==> config.mk <==
export PLATFORM = sky130hd
export DESIGN_NAME = eeprom_verify_program_cmds
export DESIGN_NICKNAME = d
export VERILOG_FILES = /design/src/eeprom_cmd_pkg.sv /design/src/param_words.sv /design/src/eeprom_verify_program_cmds.sv
export SDC_FILE = /design/constraint.sdc
export NUM_CORES = 1
export LEC_CHECK = 0
export BUFFER_PORTS_ARGS = -buffer_cell sky130_fd_sc_hd__buf_2
export CAP_MARGIN = 40
export CORE_UTILIZATION = 47
export CTS_BUF_LIST = sky130_fd_sc_hd__clkbuf_2 sky130_fd_sc_hd__clkbuf_4 sky130_fd_sc_hd__clkbuf_8
export CTS_CLUSTER_DIAMETER = 120
export DETAILED_ROUTE_END_ITERATION = 8
export PLACE_DENSITY_LB_ADDON = 0.2
export SYNTH_ARGS = -nofsm -noshare
export SYNTH_HDL_FRONTEND = slang
export SYNTH_SLANG_ARGS = --single-unit
==> constraint.sdc <==
create_clock -name clk_sys_i -period 6.19 [get_ports clk_sys_i]
set_input_delay 0.9285 -clock clk_sys_i [delete_from_list [all_inputs] [get_ports clk_sys_i]]
set_output_delay 0.9285 -clock clk_sys_i [all_outputs]
set_load 0.01 [all_outputs]
==> src/eeprom_cmd_pkg.sv <==
`default_nettype none
package eeprom_cmd_pkg;
	// Parameter word geometry
	localparam int          WORD_W         = 16;
	localparam int          NUM_PARAM      = 6;
	localparam int          ADDR_W         = 24;
	localparam int          CMD_MSB        = 15;
	localparam int          CMD_LSB        = 8;
	localparam int          ADDR_HI_MSB    = 7;
	// Parameter word positions
	localparam logic [2:0]  PW_CMD         = 3'h0;
	localparam logic [2:0]  PW_ADDR_LO     = 3'h1;
	localparam logic [2:0]  PW_COUNT       = 3'h2;
	localparam logic [2:0]  PW_DATA0       = 3'h2;
	// Command codes
	localparam logic [7:0]  CMD_BLANK      = 8'h10;
	localparam logic [7:0]  CMD_PROGRAM    = 8'h11;
	// Index values accepted at launch
	localparam logic [2:0]  IDX_BLANK      = 3'h2;
	localparam logic [2:0]  IDX_PROG_MIN   = 3'h2;
	localparam logic [2:0]  IDX_PROG_MAX   = 3'h5;
	// Array content and reset values
	localparam logic [15:0] ERASED_WORD    = 16'hffff;
	localparam logic        RST_COMPLETE   = 1'b1;
	localparam logic [2:0]  RST_INDEX      = 3'h0;
	localparam logic [15:0] RST_WORD       = 16'h0000;
	// Default placement of the block in the global map
	localparam logic [23:0] EE_BASE_DEF    = 24'h100000;
	localparam logic [23:0] EE_SIZE_DEF    = 24'h000800;

	typedef enum logic [1:0] {
		ST_IDLE = 2'b00,
		ST_RD   = 2'b01,
		ST_WR   = 2'b10,
		ST_VRD  = 2'b11
	} seq_state_t;
endpackage
`default_nettype wire

==> src/param_words.sv <==
`timescale 1ns/1ps
`default_nettype none
module param_words
	import eeprom_cmd_pkg::*;
#(
	parameter int W     = WORD_W,
	parameter int DEPTH = NUM_PARAM
)
(
	// Clock and reset
	input  wire logic               clk_sys_i,
	input  wire logic               arst_n_i,
	input  wire logic               clk_en_i,
	// Write port
	input  wire logic               wr_i,
	input  wire logic [2:0]         wr_index_i,
	input  wire logic [W-1:0]       wr_data_i,
	// All stored words, straight from registers
	output logic      [DEPTH*W-1:0] words_o
);
	genvar g;
	generate
		for (g = 0; g < DEPTH; g++)
		begin : g_word
			// One register per word; indexes past the end are dropped
			always_ff @(posedge clk_sys_i or negedge arst_n_i)
			begin
				if (!arst_n_i)
					words_o[g*W +: W] <= RST_WORD;
				else if (clk_en_i && wr_i && (wr_index_i == 3'(g)))
					words_o[g*W +: W] <= wr_data_i;
			end
		end
	endgenerate
endmodule
`default_nettype wire

==> src/eeprom_verify_program_cmds.sv <==
// Functional notes
// RULE_01 - Blank check: code 0x10, start, word count
// RULE_02 - Blank check reads range, then completes
// RULE_03 - Non-erased word sets both status bits
// RULE_04 - Blank check needs index 010
// RULE_05 - Command not allowed in mode: error
// RULE_06 - Address outside block: access error
// RULE_07 - Odd address: access error
// RULE_08 - Blank range past block end: error
// RULE_09 - Read errors set status; no protection flag
// RULE_10 - Program: code 0x11, address, four values
// RULE_11 - Index at launch gives word count
// RULE_12 - Program index outside 010..101: error
// RULE_13 - Program group past block end: error
// RULE_14 - Protected area: protection flag, no write
// RULE_15 - Readback verify sets status bits
// RULE_16 - Software programs only erased words
// RULE_17 - Launch error completes without array access
`timescale 1ns/1ps
`default_nettype none
module eeprom_verify_program_cmds
	import eeprom_cmd_pkg::*;
#(
	parameter logic [23:0] EE_BASE = EE_BASE_DEF,
	parameter logic [23:0] EE_SIZE = EE_SIZE_DEF
)
(
	// Clock, reset, enable
	input  wire logic              clk_sys_i,
	input  wire logic              arst_n_i,
	input  wire logic              clk_en_i,
	// Software parameter loading and launch
	input  wire logic              index_wr_i,
	input  wire logic [2:0]        index_value_i,
	input  wire logic              word_wr_i,
	input  wire logic [WORD_W-1:0] word_data_i,
	input  wire logic              launch_i,
	input  wire logic              err_clear_i,
	// Mode and protection configuration
	input  wire logic              blank_allowed_i,
	input  wire logic              prog_allowed_i,
	input  wire logic              prot_en_i,
	input  wire logic [ADDR_W-1:0] prot_lo_i,
	input  wire logic [ADDR_W-1:0] prot_hi_i,
	// Status
	output logic [2:0]             parameter_index_o,
	output logic                   command_complete_flag_o,
	output logic                   access_error_flag_o,
	output logic                   protection_violation_flag_o,
	output logic                   verify_status_hi_o,
	output logic                   verify_status_lo_o,
	// EEPROM array port
	output logic                   arr_req_o,
	output logic                   arr_write_o,
	output logic [ADDR_W-1:0]      arr_addr_o,
	output logic [WORD_W-1:0]      arr_wdata_o,
	input  wire logic              arr_ack_i,
	input  wire logic [WORD_W-1:0] arr_rdata_i,
	input  wire logic              arr_err_i,
	input  wire logic              arr_uncorr_i
);
	localparam logic [24:0] EE_END = {1'b0, EE_BASE} + {1'b0, EE_SIZE};

	logic [NUM_PARAM*WORD_W-1:0] words;
	seq_state_t                  state;
	logic [15:0]                 remain;
	logic [2:0]                  word_sel;

	// Pick one parameter word out of the flat store
	function automatic logic [WORD_W-1:0] word_at(input logic [NUM_PARAM*WORD_W-1:0] v,
		input logic [2:0] i);
		word_at = v[int'(i)*WORD_W +: WORD_W];
	endfunction

	// Words may only change while no command runs
	param_words #(
		.W     (WORD_W),
		.DEPTH (NUM_PARAM)
	) u_words (
		.clk_sys_i  (clk_sys_i),
		.arst_n_i   (arst_n_i),
		.clk_en_i   (clk_en_i),
		.wr_i       (word_wr_i && command_complete_flag_o),
		.wr_index_i (parameter_index_o),
		.wr_data_i  (word_data_i),
		.words_o    (words)
	);

	// Index register, frozen while busy
	always_ff @(posedge clk_sys_i or negedge arst_n_i)
	begin
		if (!arst_n_i)
			parameter_index_o <= RST_INDEX;
		else if (clk_en_i && index_wr_i && command_complete_flag_o)
			parameter_index_o <= index_value_i;
	end

	// Launch decode
	logic [7:0]        cmd;
	logic [ADDR_W-1:0] gaddr;
	logic              is_blank;
	logic              is_prog;
	logic [2:0]        n_words;
	logic [24:0]       span_end;
	logic              launch_ok;
	logic              launch_acc;
	logic              launch_prot;

	assign cmd      = word_at(words, PW_CMD)[CMD_MSB:CMD_LSB]; // RULE_01 RULE_10
	assign gaddr    = {word_at(words, PW_CMD)[ADDR_HI_MSB:0], word_at(words, PW_ADDR_LO)};
	assign is_blank = (cmd == CMD_BLANK);
	assign is_prog  = (cmd == CMD_PROGRAM);
	assign n_words  = 3'(parameter_index_o - 3'h1); // RULE_11
	// Exclusive end byte address of the touched range, one bit wider to catch wrap
	assign span_end = is_blank ? {1'b0, gaddr} + {8'h00, word_at(words, PW_COUNT), 1'b0}
		: {1'b0, gaddr} + {21'h000000, n_words, 1'b0};
	assign launch_ok = clk_en_i && launch_i && command_complete_flag_o
		&& !access_error_flag_o && !protection_violation_flag_o;

	// Unknown codes are refused like any other illegal launch
	always_comb
	begin
		launch_acc = 1'b0;
		if (!is_blank && !is_prog)
			launch_acc = 1'b1;
		if (is_blank && (parameter_index_o != IDX_BLANK))
			launch_acc = 1'b1; // RULE_04
		if (is_prog && ((parameter_index_o < IDX_PROG_MIN) || (parameter_index_o > IDX_PROG_MAX)))
			launch_acc = 1'b1; // RULE_12
		if ((is_blank && !blank_allowed_i) || (is_prog && !prog_allowed_i))
			launch_acc = 1'b1; // RULE_05
		if (({1'b0, gaddr} < {1'b0, EE_BASE}) || ({1'b0, gaddr} >= EE_END))
			launch_acc = 1'b1; // RULE_06
		if (gaddr[0])
			launch_acc = 1'b1; // RULE_07
		if (span_end > EE_END)
			launch_acc = 1'b1; // RULE_08 RULE_13
	end

	// Only programming checks protection; blank check never flags it
	assign launch_prot = is_prog && prot_en_i && (gaddr <= prot_hi_i)
		&& (span_end > {1'b0, prot_lo_i}); // RULE_14 RULE_09

	// Array completion events
	logic rd_done;
	logic ver_done;
	logic bad_data;
	logic ev_hi;
	logic ev_lo;
	logic finish;

	assign rd_done  = clk_en_i && (state == ST_RD) && arr_ack_i;
	assign ver_done = clk_en_i && (state == ST_VRD) && arr_ack_i;
	// Readback mismatch is treated as non-correctable
	assign bad_data = (rd_done && (arr_rdata_i != ERASED_WORD))
		|| (ver_done && (arr_rdata_i != arr_wdata_o)); // RULE_03 RULE_15
	assign ev_hi  = (rd_done || ver_done) && (arr_err_i || arr_uncorr_i || bad_data); // RULE_09
	assign ev_lo  = (rd_done || ver_done) && (arr_uncorr_i || bad_data); // RULE_09
	assign finish = (rd_done || ver_done) && (remain == 16'h0001);

	// Sequencer driving the array
	always_ff @(posedge clk_sys_i or negedge arst_n_i)
	begin
		if (!arst_n_i)
		begin
			state       <= ST_IDLE;
			remain      <= 16'h0000;
			word_sel    <= 3'h0;
			arr_req_o   <= 1'b0;
			arr_write_o <= 1'b0;
			arr_addr_o  <= '0;
			arr_wdata_o <= RST_WORD;
		end
		else if (clk_en_i)
		begin
			case (state)
				ST_IDLE:
				begin
					if (launch_ok && !launch_acc && !launch_prot) // RULE_17
					begin
						arr_addr_o <= gaddr;
						if (is_blank && (word_at(words, PW_COUNT) != 16'h0000))
						begin
							remain      <= word_at(words, PW_COUNT);
							arr_req_o   <= 1'b1; // RULE_02
							arr_write_o <= 1'b0;
							state       <= ST_RD;
						end
						else if (is_prog)
						begin
							remain      <= {13'h0000, n_words};
							word_sel    <= 3'h0;
							arr_wdata_o <= word_at(words, PW_DATA0);
							arr_req_o   <= 1'b1;
							arr_write_o <= 1'b1;
							state       <= ST_WR;
						end
					end
				end
				ST_RD:
				begin
					if (arr_ack_i)
					begin
						remain     <= 16'(remain - 16'h0001);
						arr_addr_o <= 24'(arr_addr_o + 24'h000002);
						if (finish)
						begin
							arr_req_o <= 1'b0;
							state     <= ST_IDLE;
						end
					end
				end
				ST_WR:
				begin
					// Every written word is read back before the next
					if (arr_ack_i)
					begin
						arr_write_o <= 1'b0;
						state       <= ST_VRD; // RULE_15
					end
				end
				ST_VRD:
				begin
					if (arr_ack_i)
					begin
						remain <= 16'(remain - 16'h0001);
						if (finish)
						begin
							arr_req_o <= 1'b0;
							state     <= ST_IDLE;
						end
						else
						begin
							word_sel    <= 3'(word_sel + 3'h1);
							arr_addr_o  <= 24'(arr_addr_o + 24'h000002);
							arr_wdata_o <= word_at(words, 3'(PW_DATA0 + word_sel + 3'h1));
							arr_write_o <= 1'b1;
							state       <= ST_WR;
						end
					end
				end
				default:
				begin
					arr_req_o <= 1'b0;
					state     <= ST_IDLE;
				end
			endcase
		end
	end

	// Completion flag: cleared by a clean launch unless a blank check has count zero, set when the sequence ends
	always_ff @(posedge clk_sys_i or negedge arst_n_i)
	begin
		if (!arst_n_i)
			command_complete_flag_o <= RST_COMPLETE;
		else if (clk_en_i)
		begin
			if (launch_ok)
				command_complete_flag_o <= launch_acc || launch_prot
					|| (is_blank && (word_at(words, PW_COUNT) == 16'h0000)); // RULE_17
			else if (finish)
				command_complete_flag_o <= 1'b1; // RULE_02 RULE_11
		end
	end

	// Error flags: a set in the clear cycle wins
	always_ff @(posedge clk_sys_i or negedge arst_n_i)
	begin
		if (!arst_n_i)
		begin
			access_error_flag_o         <= 1'b0;
			protection_violation_flag_o <= 1'b0;
		end
		else if (clk_en_i)
		begin
			if (launch_ok && launch_acc)
				access_error_flag_o <= 1'b1;
			else if (err_clear_i)
				access_error_flag_o <= 1'b0;
			if (launch_ok && !launch_acc && launch_prot)
				protection_violation_flag_o <= 1'b1; // RULE_14
			else if (err_clear_i)
				protection_violation_flag_o <= 1'b0;
		end
	end

	// Verify status: cleared by each launch, sticky over the run
	always_ff @(posedge clk_sys_i or negedge arst_n_i)
	begin
		if (!arst_n_i)
		begin
			verify_status_hi_o <= 1'b0;
			verify_status_lo_o <= 1'b0;
		end
		else if (clk_en_i)
		begin
			if (launch_ok)
			begin
				verify_status_hi_o <= 1'b0;
				verify_status_lo_o <= 1'b0;
			end
			else
			begin
				if (ev_hi)
					verify_status_hi_o <= 1'b1; // RULE_03 RULE_09 RULE_15
				if (ev_lo)
					verify_status_lo_o <= 1'b1;
			end
		end
	end

	chk_acc_completes: assert property (@(posedge clk_sys_i) disable iff (!arst_n_i) // RULE_17
		launch_ok && launch_acc |=> access_error_flag_o && command_complete_flag_o && !arr_req_o)
		else $error("access error launch did not complete at once");
	chk_prot_flagged: assert property (@(posedge clk_sys_i) disable iff (!arst_n_i) // RULE_14
		launch_ok && !launch_acc && launch_prot |=> protection_violation_flag_o && !arr_req_o)
		else $error("protected program was not refused");
	chk_good_launch: assert property (@(posedge clk_sys_i) disable iff (!arst_n_i) // RULE_02
		launch_ok && !launch_acc && !launch_prot && is_prog |=> !command_complete_flag_o && arr_req_o)
		else $error("clean launch did not start the array");
	chk_blank_index: assert property (@(posedge clk_sys_i) disable iff (!arst_n_i) // RULE_04
		launch_ok && is_blank && (parameter_index_o != IDX_BLANK) |=> access_error_flag_o)
		else $error("blank check index not refused");
	chk_prog_index: assert property (@(posedge clk_sys_i) disable iff (!arst_n_i) // RULE_12
		launch_ok && is_prog && ((parameter_index_o < IDX_PROG_MIN) || (parameter_index_o > IDX_PROG_MAX))
		|=> access_error_flag_o)
		else $error("program index not refused");
	chk_odd_address: assert property (@(posedge clk_sys_i) disable iff (!arst_n_i) // RULE_07
		launch_ok && gaddr[0] |=> access_error_flag_o)
		else $error("misaligned address not refused");
	chk_mode_refused: assert property (@(posedge clk_sys_i) disable iff (!arst_n_i) // RULE_05
		launch_ok && is_prog && !prog_allowed_i |=> access_error_flag_o)
		else $error("program outside its mode not refused");
	chk_status_pair: assert property (@(posedge clk_sys_i) disable iff (!arst_n_i) // RULE_09
		verify_status_lo_o |-> verify_status_hi_o)
		else $error("low status bit without high status bit");
	chk_blank_fail: assert property (@(posedge clk_sys_i) disable iff (!arst_n_i) // RULE_03
		rd_done && (arr_rdata_i != ERASED_WORD) |=> verify_status_hi_o && verify_status_lo_o)
		else $error("non-erased word did not set both status bits");
	chk_verify_first: assert property (@(posedge clk_sys_i) disable iff (!arst_n_i) // RULE_15
		clk_en_i && (state == ST_WR) && arr_ack_i |=> (state == ST_VRD) && !arr_write_o)
		else $error("written word not read back");
endmodule
`default_nettype wire

After elaboration in Yosys (flattened, before gate mapping)
Cells that the tools add are included.
- add/subtract/negate cells: 8
- magnitude comparators: 7
- equality and inequality tests: 25
- shift-type cells: 1
- multiplexer cells: 60
- reductions and logical operators: 80
- operator list (cell ; number):
    $mux W16 ; 9
    $mux W24 ; 4
    $shiftx A96 B8 Y16 ; 1
    $pmux W24 S3 ; 1
    $pmux W16 S2 ; 2
    $logic_and A1 B1 Y1 ; 37
    $mux W1 ; 26
    $add A24 B17 Y25 ; 1
    $add A24 B4 Y25 ; 1
    $gt A25 B21 Y1 const B ; 1
    $gt A25 B24 Y1 ; 1
    $mux W25 ; 1
    $add A24 B2 Y24 const B ; 1
    $ge A24 B21 Y1 const B ; 1
    $le A24 B24 Y1 ; 1
    $lt A24 B21 Y1 const B ; 1
    $reduce_and A7 Y1 ; 3
    $eq A16 B1 Y1 const B ; 1
    $eq A8 B5 Y1 const B ; 2
    $logic_not A16 Y1 ; 1
    $mux W2 ; 8
    $ne A16 B16 Y1 ; 1
    $ne A16 B16 Y1 const B ; 1
    $ne A2 B2 Y1 const B ; 8
    30 further kinds ; 67
- register bits: 167
- input bits: 96
- output and inout port bits: 50
- word-level logic and storage cells: 200

Longest topological paths before layout
Gate-level depths: netlist of the first run.
- depth after elaboration: 15
- depth in mapped cells: 26

Cells and area by module
A second synthesis of the first run with hierarchy kept.
- cell total of the unflattened synthesis: 1255
- area total of the unflattened synthesis: 11793.8 µm²
- by module, submodules not included (module ; times used ; cells each ; area each (µm²)):
    eeprom_verify_program_cmds ; 1 ; 1044 ; 8167.8
    param_words ; 1 ; 211 ; 3626.0

Least setup slack after synthesis of the first run
No wires, ideal clock.
- path kind: register to register
- start point: reg u_words.words_o[13]
- end point: reg arr_wdata_o[14]
- arrival: 5.852 ns
- required time: 6.065 ns
- path slack: 0.213 ns
- stages on the path, launching flop included: 26
- cell sequence: dfrtp_1 -> or4b_1 -> nor4_2 -> nand2b_1 -> clkbuf_1 -> nor2_1 -> a21oi_1 -> ha_1 -> fa_1 -> a211oi_2 -> o21ai_1 -> a21o_1 -> a31oi_1 -> nor2_1 -> xor2_1 -> ha_1 -> and3_1 -> a221o_1 -> a31oi_1 -> nand4_1 -> a22o_1 -> a21oi_2 -> a311oi_2 -> nor2_2 -> buf_4 -> mux2_2
- longest elaborated chain between the ends: 15
- RTL lines (what ; RTL line ; text):
    from (decl) ; param_words.sv:19 ; output logic [DEPTH*W-1:0] words_o
    from (signal, indexed assignment) ; param_words.sv:31 ; words_o[g*W +: W] <= wr_data_i;
    branches (longest 14 deep; another with $gt A25 B21 Y1) ; - ;
    $reduce_and A7 Y1 (no source line) (*) ; - ;
    to (signal assigned) ; eeprom_verify_program_cmds.sv:193 ; arr_wdata_o <= word_at(words, PW_DATA0);
    to (signal assigned) ; eeprom_verify_program_cmds.sv:236 ; arr_wdata_o <= word_at(words, 3'(PW_DATA0 + word_sel + 3'h1));
    to (decl) ; eeprom_verify_program_cmds.sv:56 ; output logic [WORD_W-1:0] arr_wdata_o,
Mark *: on every way between the ends.
A chain may end at the register's enable or synchronous reset.

Worst setup path after layout of the first run
- start point: reg u_words.words_o[13]
- end point: reg arr_wdata_o[11]
Same word-level chain as after synthesis.

==> qor.yml, run 1 <==
via_per_inst: 5.94
yosysWarnings: 0
synth_edf_count: 0
pre_cts_slack_ps: 32.3
cts_hold_buf: 0
drive_gt1_share_pct: 29.1
power-per-cell-area_nw_per_um2: 151
r2r-start: "u_words.words_o[13]"
r2r_slack_ps: 330
grt_pass1_wl_um: 51900
die_w_um: 157
hpwl_um: 24900
slew_headroom_pct: 41.7
cp.depth: 24
die_area_um2: 24800
start_util_pct: 48.2
final_nets: 1480
synth_cell_type_count: 84
endpoint: "arr_wdata_o[11]"
r2r-end: "arr_wdata_o[11]"
period_needed_ps: 5860
clkLatencyLatePin_ps: 460
yosysMostFrequentCell: "dfrtp_1"
area_growth_pct: 15.7
holdWs_ps: 278
antenna_cells: 0
antenna_found_initial: 0
hold_class: "in -> async"
crit_buf_inv: 3
setup_slack_ps: 334
grt_usage_pct: 27.6
grt_max_degree: 83
status: "completed"
maxCapViolCount: 0
path_cells: "or4b_1 > nor4_2 > buf_4 > nor2b_2 > buf_4 > and2_1 > ha_1 > a21oi_1 > o21ai_1 > a21o_1 > a31oi_2 > nor2_1 > xor2_1 > ha_1 > and3_1 > a221o_1 > a31oi_2 > nand4_1 > a22o_1 > a21oi_4 > a311oi_4 > nor2_2 > buf_6 > mux2_1"
core_area_um2: 23500
cts_max_path_buffers: 2
worstSetupPathType: "reg -> reg"
rows: 56
ys_seq_elements: 167
cp_data_required_time_ps: 6540
skew_ps: 13.0
maxSlewViolCount: 0
cp.arrival_ps: 6200
r2r_cells: 24
startpoint: "u_words.words_o[13]"
path_delay_family: "compound AO/OA/AOI/OAI gates"
syn-cell-area_um2: 11300
ctsRootBufferMaster: "clkbuf_8"
syn_area_per_cell_um2: 9.84
fin_tns_setup_ps: 0
grt_pass1_vias: 9328
clk_pin_slew_ps: 100
drtIter0Drc: 857
routed-via-count: 9746
crit_path_end_kind: "register"
drt_wl_total_um: 33100
dr.pass1.iters: 6
crit_path_max_incr_delay_ps: 540
post-route-period-util_pct: 94.6
finalSetupViolations: 0
worstPathMaxFanout: 19
clock-sinks: 167
max_freq_mhz: 171
numCtsBuffers: 17
ctsHtreeMaxLevel: 4
ys.flop_type: "dfrtp_1"
hold_violations: 0
start_kind: "register"
synth_top_area_share_pct: 36.6
ir_drop_mv: 0.165
synth_top_area_cell: "dfrtp_1"
io_buffers: 145
drcViolationCount: 0
boundaryPins: 146
gp_congestion: 0.933
die_h_um: 157
synth_common_cells: "dfrtp_1, mux2_2, nand2_1"
synth_area_leaders: "dfrtp_1, mux2_2, ha_1"
async_flop_share_pct: 100
p_leak_nw: 6.58
globalRoute.totalOverflow: 0
cts_tree: "built"
slowest_stage: "or4b_1"
routedWlPerCell_um: 20.2
syn_inst: 1153
final_antenna_net_count: 0
worstMarginPinSlew_ps: 872
synth_fp_nets: 1324
synth_seq_area_share_pct: 36.8
cell type report:
class / count / area [um2]
fill: 2116 / 10400
sequential: 167 / 4180
clock buffer: 19 / 255
multi-input combinational: 869 / 6810
timing repair buffer: 184 / 1100
tap: 319 / 399
inverter: 70 / 263
clock inverter: 13 / 118
through the flow:
stage                     power (mW)  cells  util (%)  instance area (um2)
after floorplan                 1.16   1153         -                11300
after global placement          1.24   1597      53.1                12500
after detailed placement        1.24   1603      53.6                12600
after CTS                       1.99   1635      55.2                13000
after global routing            2.05   1641      55.8                13100
final                           1.98   1641      55.8                13100
how the worst min path moves through the flow:
stage,from,endpoint,slack (ps),cells after the start
2_1_floorplan,u_words.words_o[48],u_words.words_o[48],470,1
6_report,arst_n_i,arr_addr_o[2],280,1
4_1_cts,arst_n_i,arr_addr_o[2],260,1
5_1_grt,arst_n_i,arr_addr_o[2],260,1
3_5_place_dp,u_words.words_o[91],u_words.words_o[91],490,1
3_3_place_gp,u_words.words_o[58],u_words.words_o[58],480,1
routing by layer:
metal	vias to the layer above	GRT usage, %	part of all wire [%]
met2	322	44.1	47
met3	67	5.23	6.0
li1	4560	-	-
met1	4797	37.2	44
met4	0	10.3	3.1
met5	-	0	0
cell usage in the layout, fill, tap and decap left out, types with 5 or more instances in the layout:
cell,netlist,final
and3_1,22,22
a22oi_1,19,19
clkbuf_8,0,18
nor3_1,18,18
nor2_1,70,69
o211ai_1,12,12
a211oi_1,5,5
or3_1,5,5
buf_2,5,144
buf_4,2,30
mux2_2,111,111
a21oi_1,59,58
nor4_1,15,15
xnor2_1,15,14
nand4_1,22,22
o21ai_1,9,7
a21boi_0,5,5
nand3_1,32,32
nor2b_1,7,6
xor2_1,14,13
nand2_1,106,106
nand4b_1,9,9
and2_1,21,21
a221o_1,9,9
dfrtp_1,166,165
a21o_1,11,11
mux2i_1,21,21
ha_1,74,72
and4b_1,9,9
nand2b_1,7,7
o21a_1,6,6
mux4_2,16,16
inv_1,70,70
a211o_1,5,5
o21ai_0,56,56
sequential cells by signal (all words and copies together), names as in the netlist:
signal / count
arr_write_o: 1
word_sel: 3
verify_status_lo_o: 1
state: 2
access_error_flag_o: 1
protection_violation_flag_o: 1
remain: 16
parameter_index_o: 3
arr_addr_o: 24
arr_req_o: 1
command_complete_flag_o: 1
u_words.words_o: 96
arr_wdata_o: 16
verify_status_hi_o: 1
report_power, final:
| group | switching [mW] | total [mW] | internal (mW) |
|---|---|---|---|
| registers | 0.00632 | 1.10 | 1.09 |
| clock network | 0.456 | 0.763 | 0.307 |
| logic | 0.0700 | 0.117 | 0.0470 |
| total | 0.533 | 1.98 | 1.45 |
cell families after synthesis:
kind of cell / after synthesis / share of synthesized area, %
simple gates: 374 / 17.4
compound gates: 239 / 14.7
flops: 167 / 36.8
mux: 152 / 16.4
buf+inv: 117 / 4.06
fa+ha+maj: 75 / 8.34
xor+xnor: 29 / 2.24
repair_timing:
action                                  in CTS  in global routing
gates resized for setup                      0                 18
endpoints found under the hold margin        0                  0
setup buffers                                0                  5
endpoints found under the setup margin       0                 56
(Power assumes the default switching activity.)
==> run 2, diff against run 1 <==
RECOVER_POWER = 50   (was not set)
==> qor.yml, run 2 (same netlist as run 1, synthesis figures left out) <==
antenna_found_initial: 0
fin_tns_setup_ps: 0
hpwl_um: 24900
numCtsBuffers: 17
dr.pass1.iters: 5
fillers: 2135
violations: "capacitance limit, slew limit"
cts_tree: "built"
hold_class: "reg -> reg"
multi_input_area_um2: 6810
drive_gt1_share_pct: 27.3
via_per_inst: 5.92
globalRoute.totalOverflow: 0
grt_usage_pct: 27.6
finalSetupViolations: 0
drcViolationCount: 0
post-route-period-util_pct: 94.4
grt_pass1_wl_um: 51900
drt_wl_total_um: 33000
cts_hold_buf: 0
hold_violations: 0
clkLatencyLatePin_ps: 460
die_area_um2: 24800
cts_max_path_buffers: 2
largest_reg_flops: 96
power-per-cell-area_nw_per_um2: 151
crit_buf_inv: 3
ir_drop_mv: 0.164
grt_pass1_vias: 9328
final_nets: 1480
grt_max_degree: 83
skew_ps: 12.9
cp_common_cell: "nor2_1"
final_cell_mix: "dfrtp_1, buf_2, mux2_2"
slew_headroom_pct: -152
area_growth_pct: 15.2
top_register: "u_words.words_o"
worstPathMaxFanout: 19
boundaryPins: 146
seq_area_um2: 4180
crit_path_max_incr_delay_ps: 540
worstSetupPathType: "reg -> reg"
largest_registers: "u_words.words_o x96, arr_addr_o x24"
routedWlPerCell_um: 20.1
io_buffers: 145
cp.arrival_ps: 6190
worstMarginPinSlew_ps: 3770
die_w_um: 157
mostFrequentLayoutCell: "dfrtp_1"
period_needed_ps: 5840
slowest_stage: "or4b_1"
antenna_cells: 0
finalNonFillerCells: 1641
core_area_um2: 23500
routed-via-count: 9708
ctsRootBufferMaster: "clkbuf_8"
gp_congestion: 0.933
final_antenna_net_count: 0
p_leak_nw: 6.50
start_kind: "register"
maxSlewViolCount: 83
die_h_um: 157
clk_pin_slew_ps: 90
ctsHtreeMaxLevel: 4
path_delay_family: "compound AO/OA/AOI/OAI gates"
status: "complete, but fails checks"
dp.cells: 1603
placed_area_um2: 12600
start_util_pct: 48.2
max_freq_mhz: 171
clock-sinks: 167
crit_path_end_kind: "register"
stdcell_area_um2: 13100
drtIter0Drc: 794
r2r_slack_ps: 350
rows: 56
cp_data_required_time_ps: 6540
maxCapViolCount: 1
-- run 2: changes by cell type in the layout (fill, tap and decap cells not counted) --
cell,before,now
and2_0,0,1
and2_1,21,20
buf_16,2,1
buf_2,144,122
buf_4,30,28
buf_6,4,3
clkbuf_1,0,23
clkbuf_2,0,2
dlymetal6s4s_1,0,1
-- run 2: final timing paths --
path | start | end | depth (start not counted)
min in group asynchronous | arst_n_i | arr_addr_o[2] | 1
worst min-delay path | u_words.words_o[91] | u_words.words_o[91] | 1
worst min register to register | u_words.words_o[91] | u_words.words_o[91] | 1
worst max register to register | u_words.words_o[13] | arr_wdata_o[7] | 25
worst max-delay path | u_words.words_o[13] | arr_wdata_o[7] | 25
max in group asynchronous | arst_n_i | u_words.words_o[34] | 3
-- run 2: per-stage QoR --
stage / power [mW] / util, % / hold slack [ps] / worst slack (ps)
after CTS: 1.99 / 55.2 / 259 / 20.3
after detailed placement: 1.24 / 53.6 / 492 / 32.3
after global routing: 2.05 / 55.5 / 525 / -4.70
final: 1.98 / 55.5 / 511 / 347
after global placement: 1.24 / 53.1 / 483 / 143
after floorplan: 1.16 / - / 475 / 213
-- run 2: repair_timing --
action	in CTS	in global routing
endpoints found under the setup margin	0	56
setup buffers	0	5
resized for setup	0	18
-- run 2: report_power, final --
| part | switching, mW | leakage, nW | internal (mW) |
|---|---|---|---|
| sequential | 0.00631 | 2.21 | 1.09 |
| clock | 0.455 | 0.196 | 0.307 |
| combinational | 0.0695 | 4.09 | 0.0444 |
-- run 2: final cells by class --
cell class | count | area share [%]
Multi-Input combinational cell | 869 | 52.1
Sequential cell | 167 | 32.0
Timing Repair Buffer | 184 | 8.02
Tap cell | 319 | 3.05
Inverter | 70 | 2.01
Clock buffer | 19 | 1.95
Clock inverter | 13 | 0.900
-- run 2: routing by layer --
layer  vias up  track usage [%]  share of wire (%)
li1       4560                -                  -
met3        62             5.23                6.4
met4         0             10.3                3.1
met2       315             44.1                 47
met5         -                0                  0
met1      4771             37.2                 43
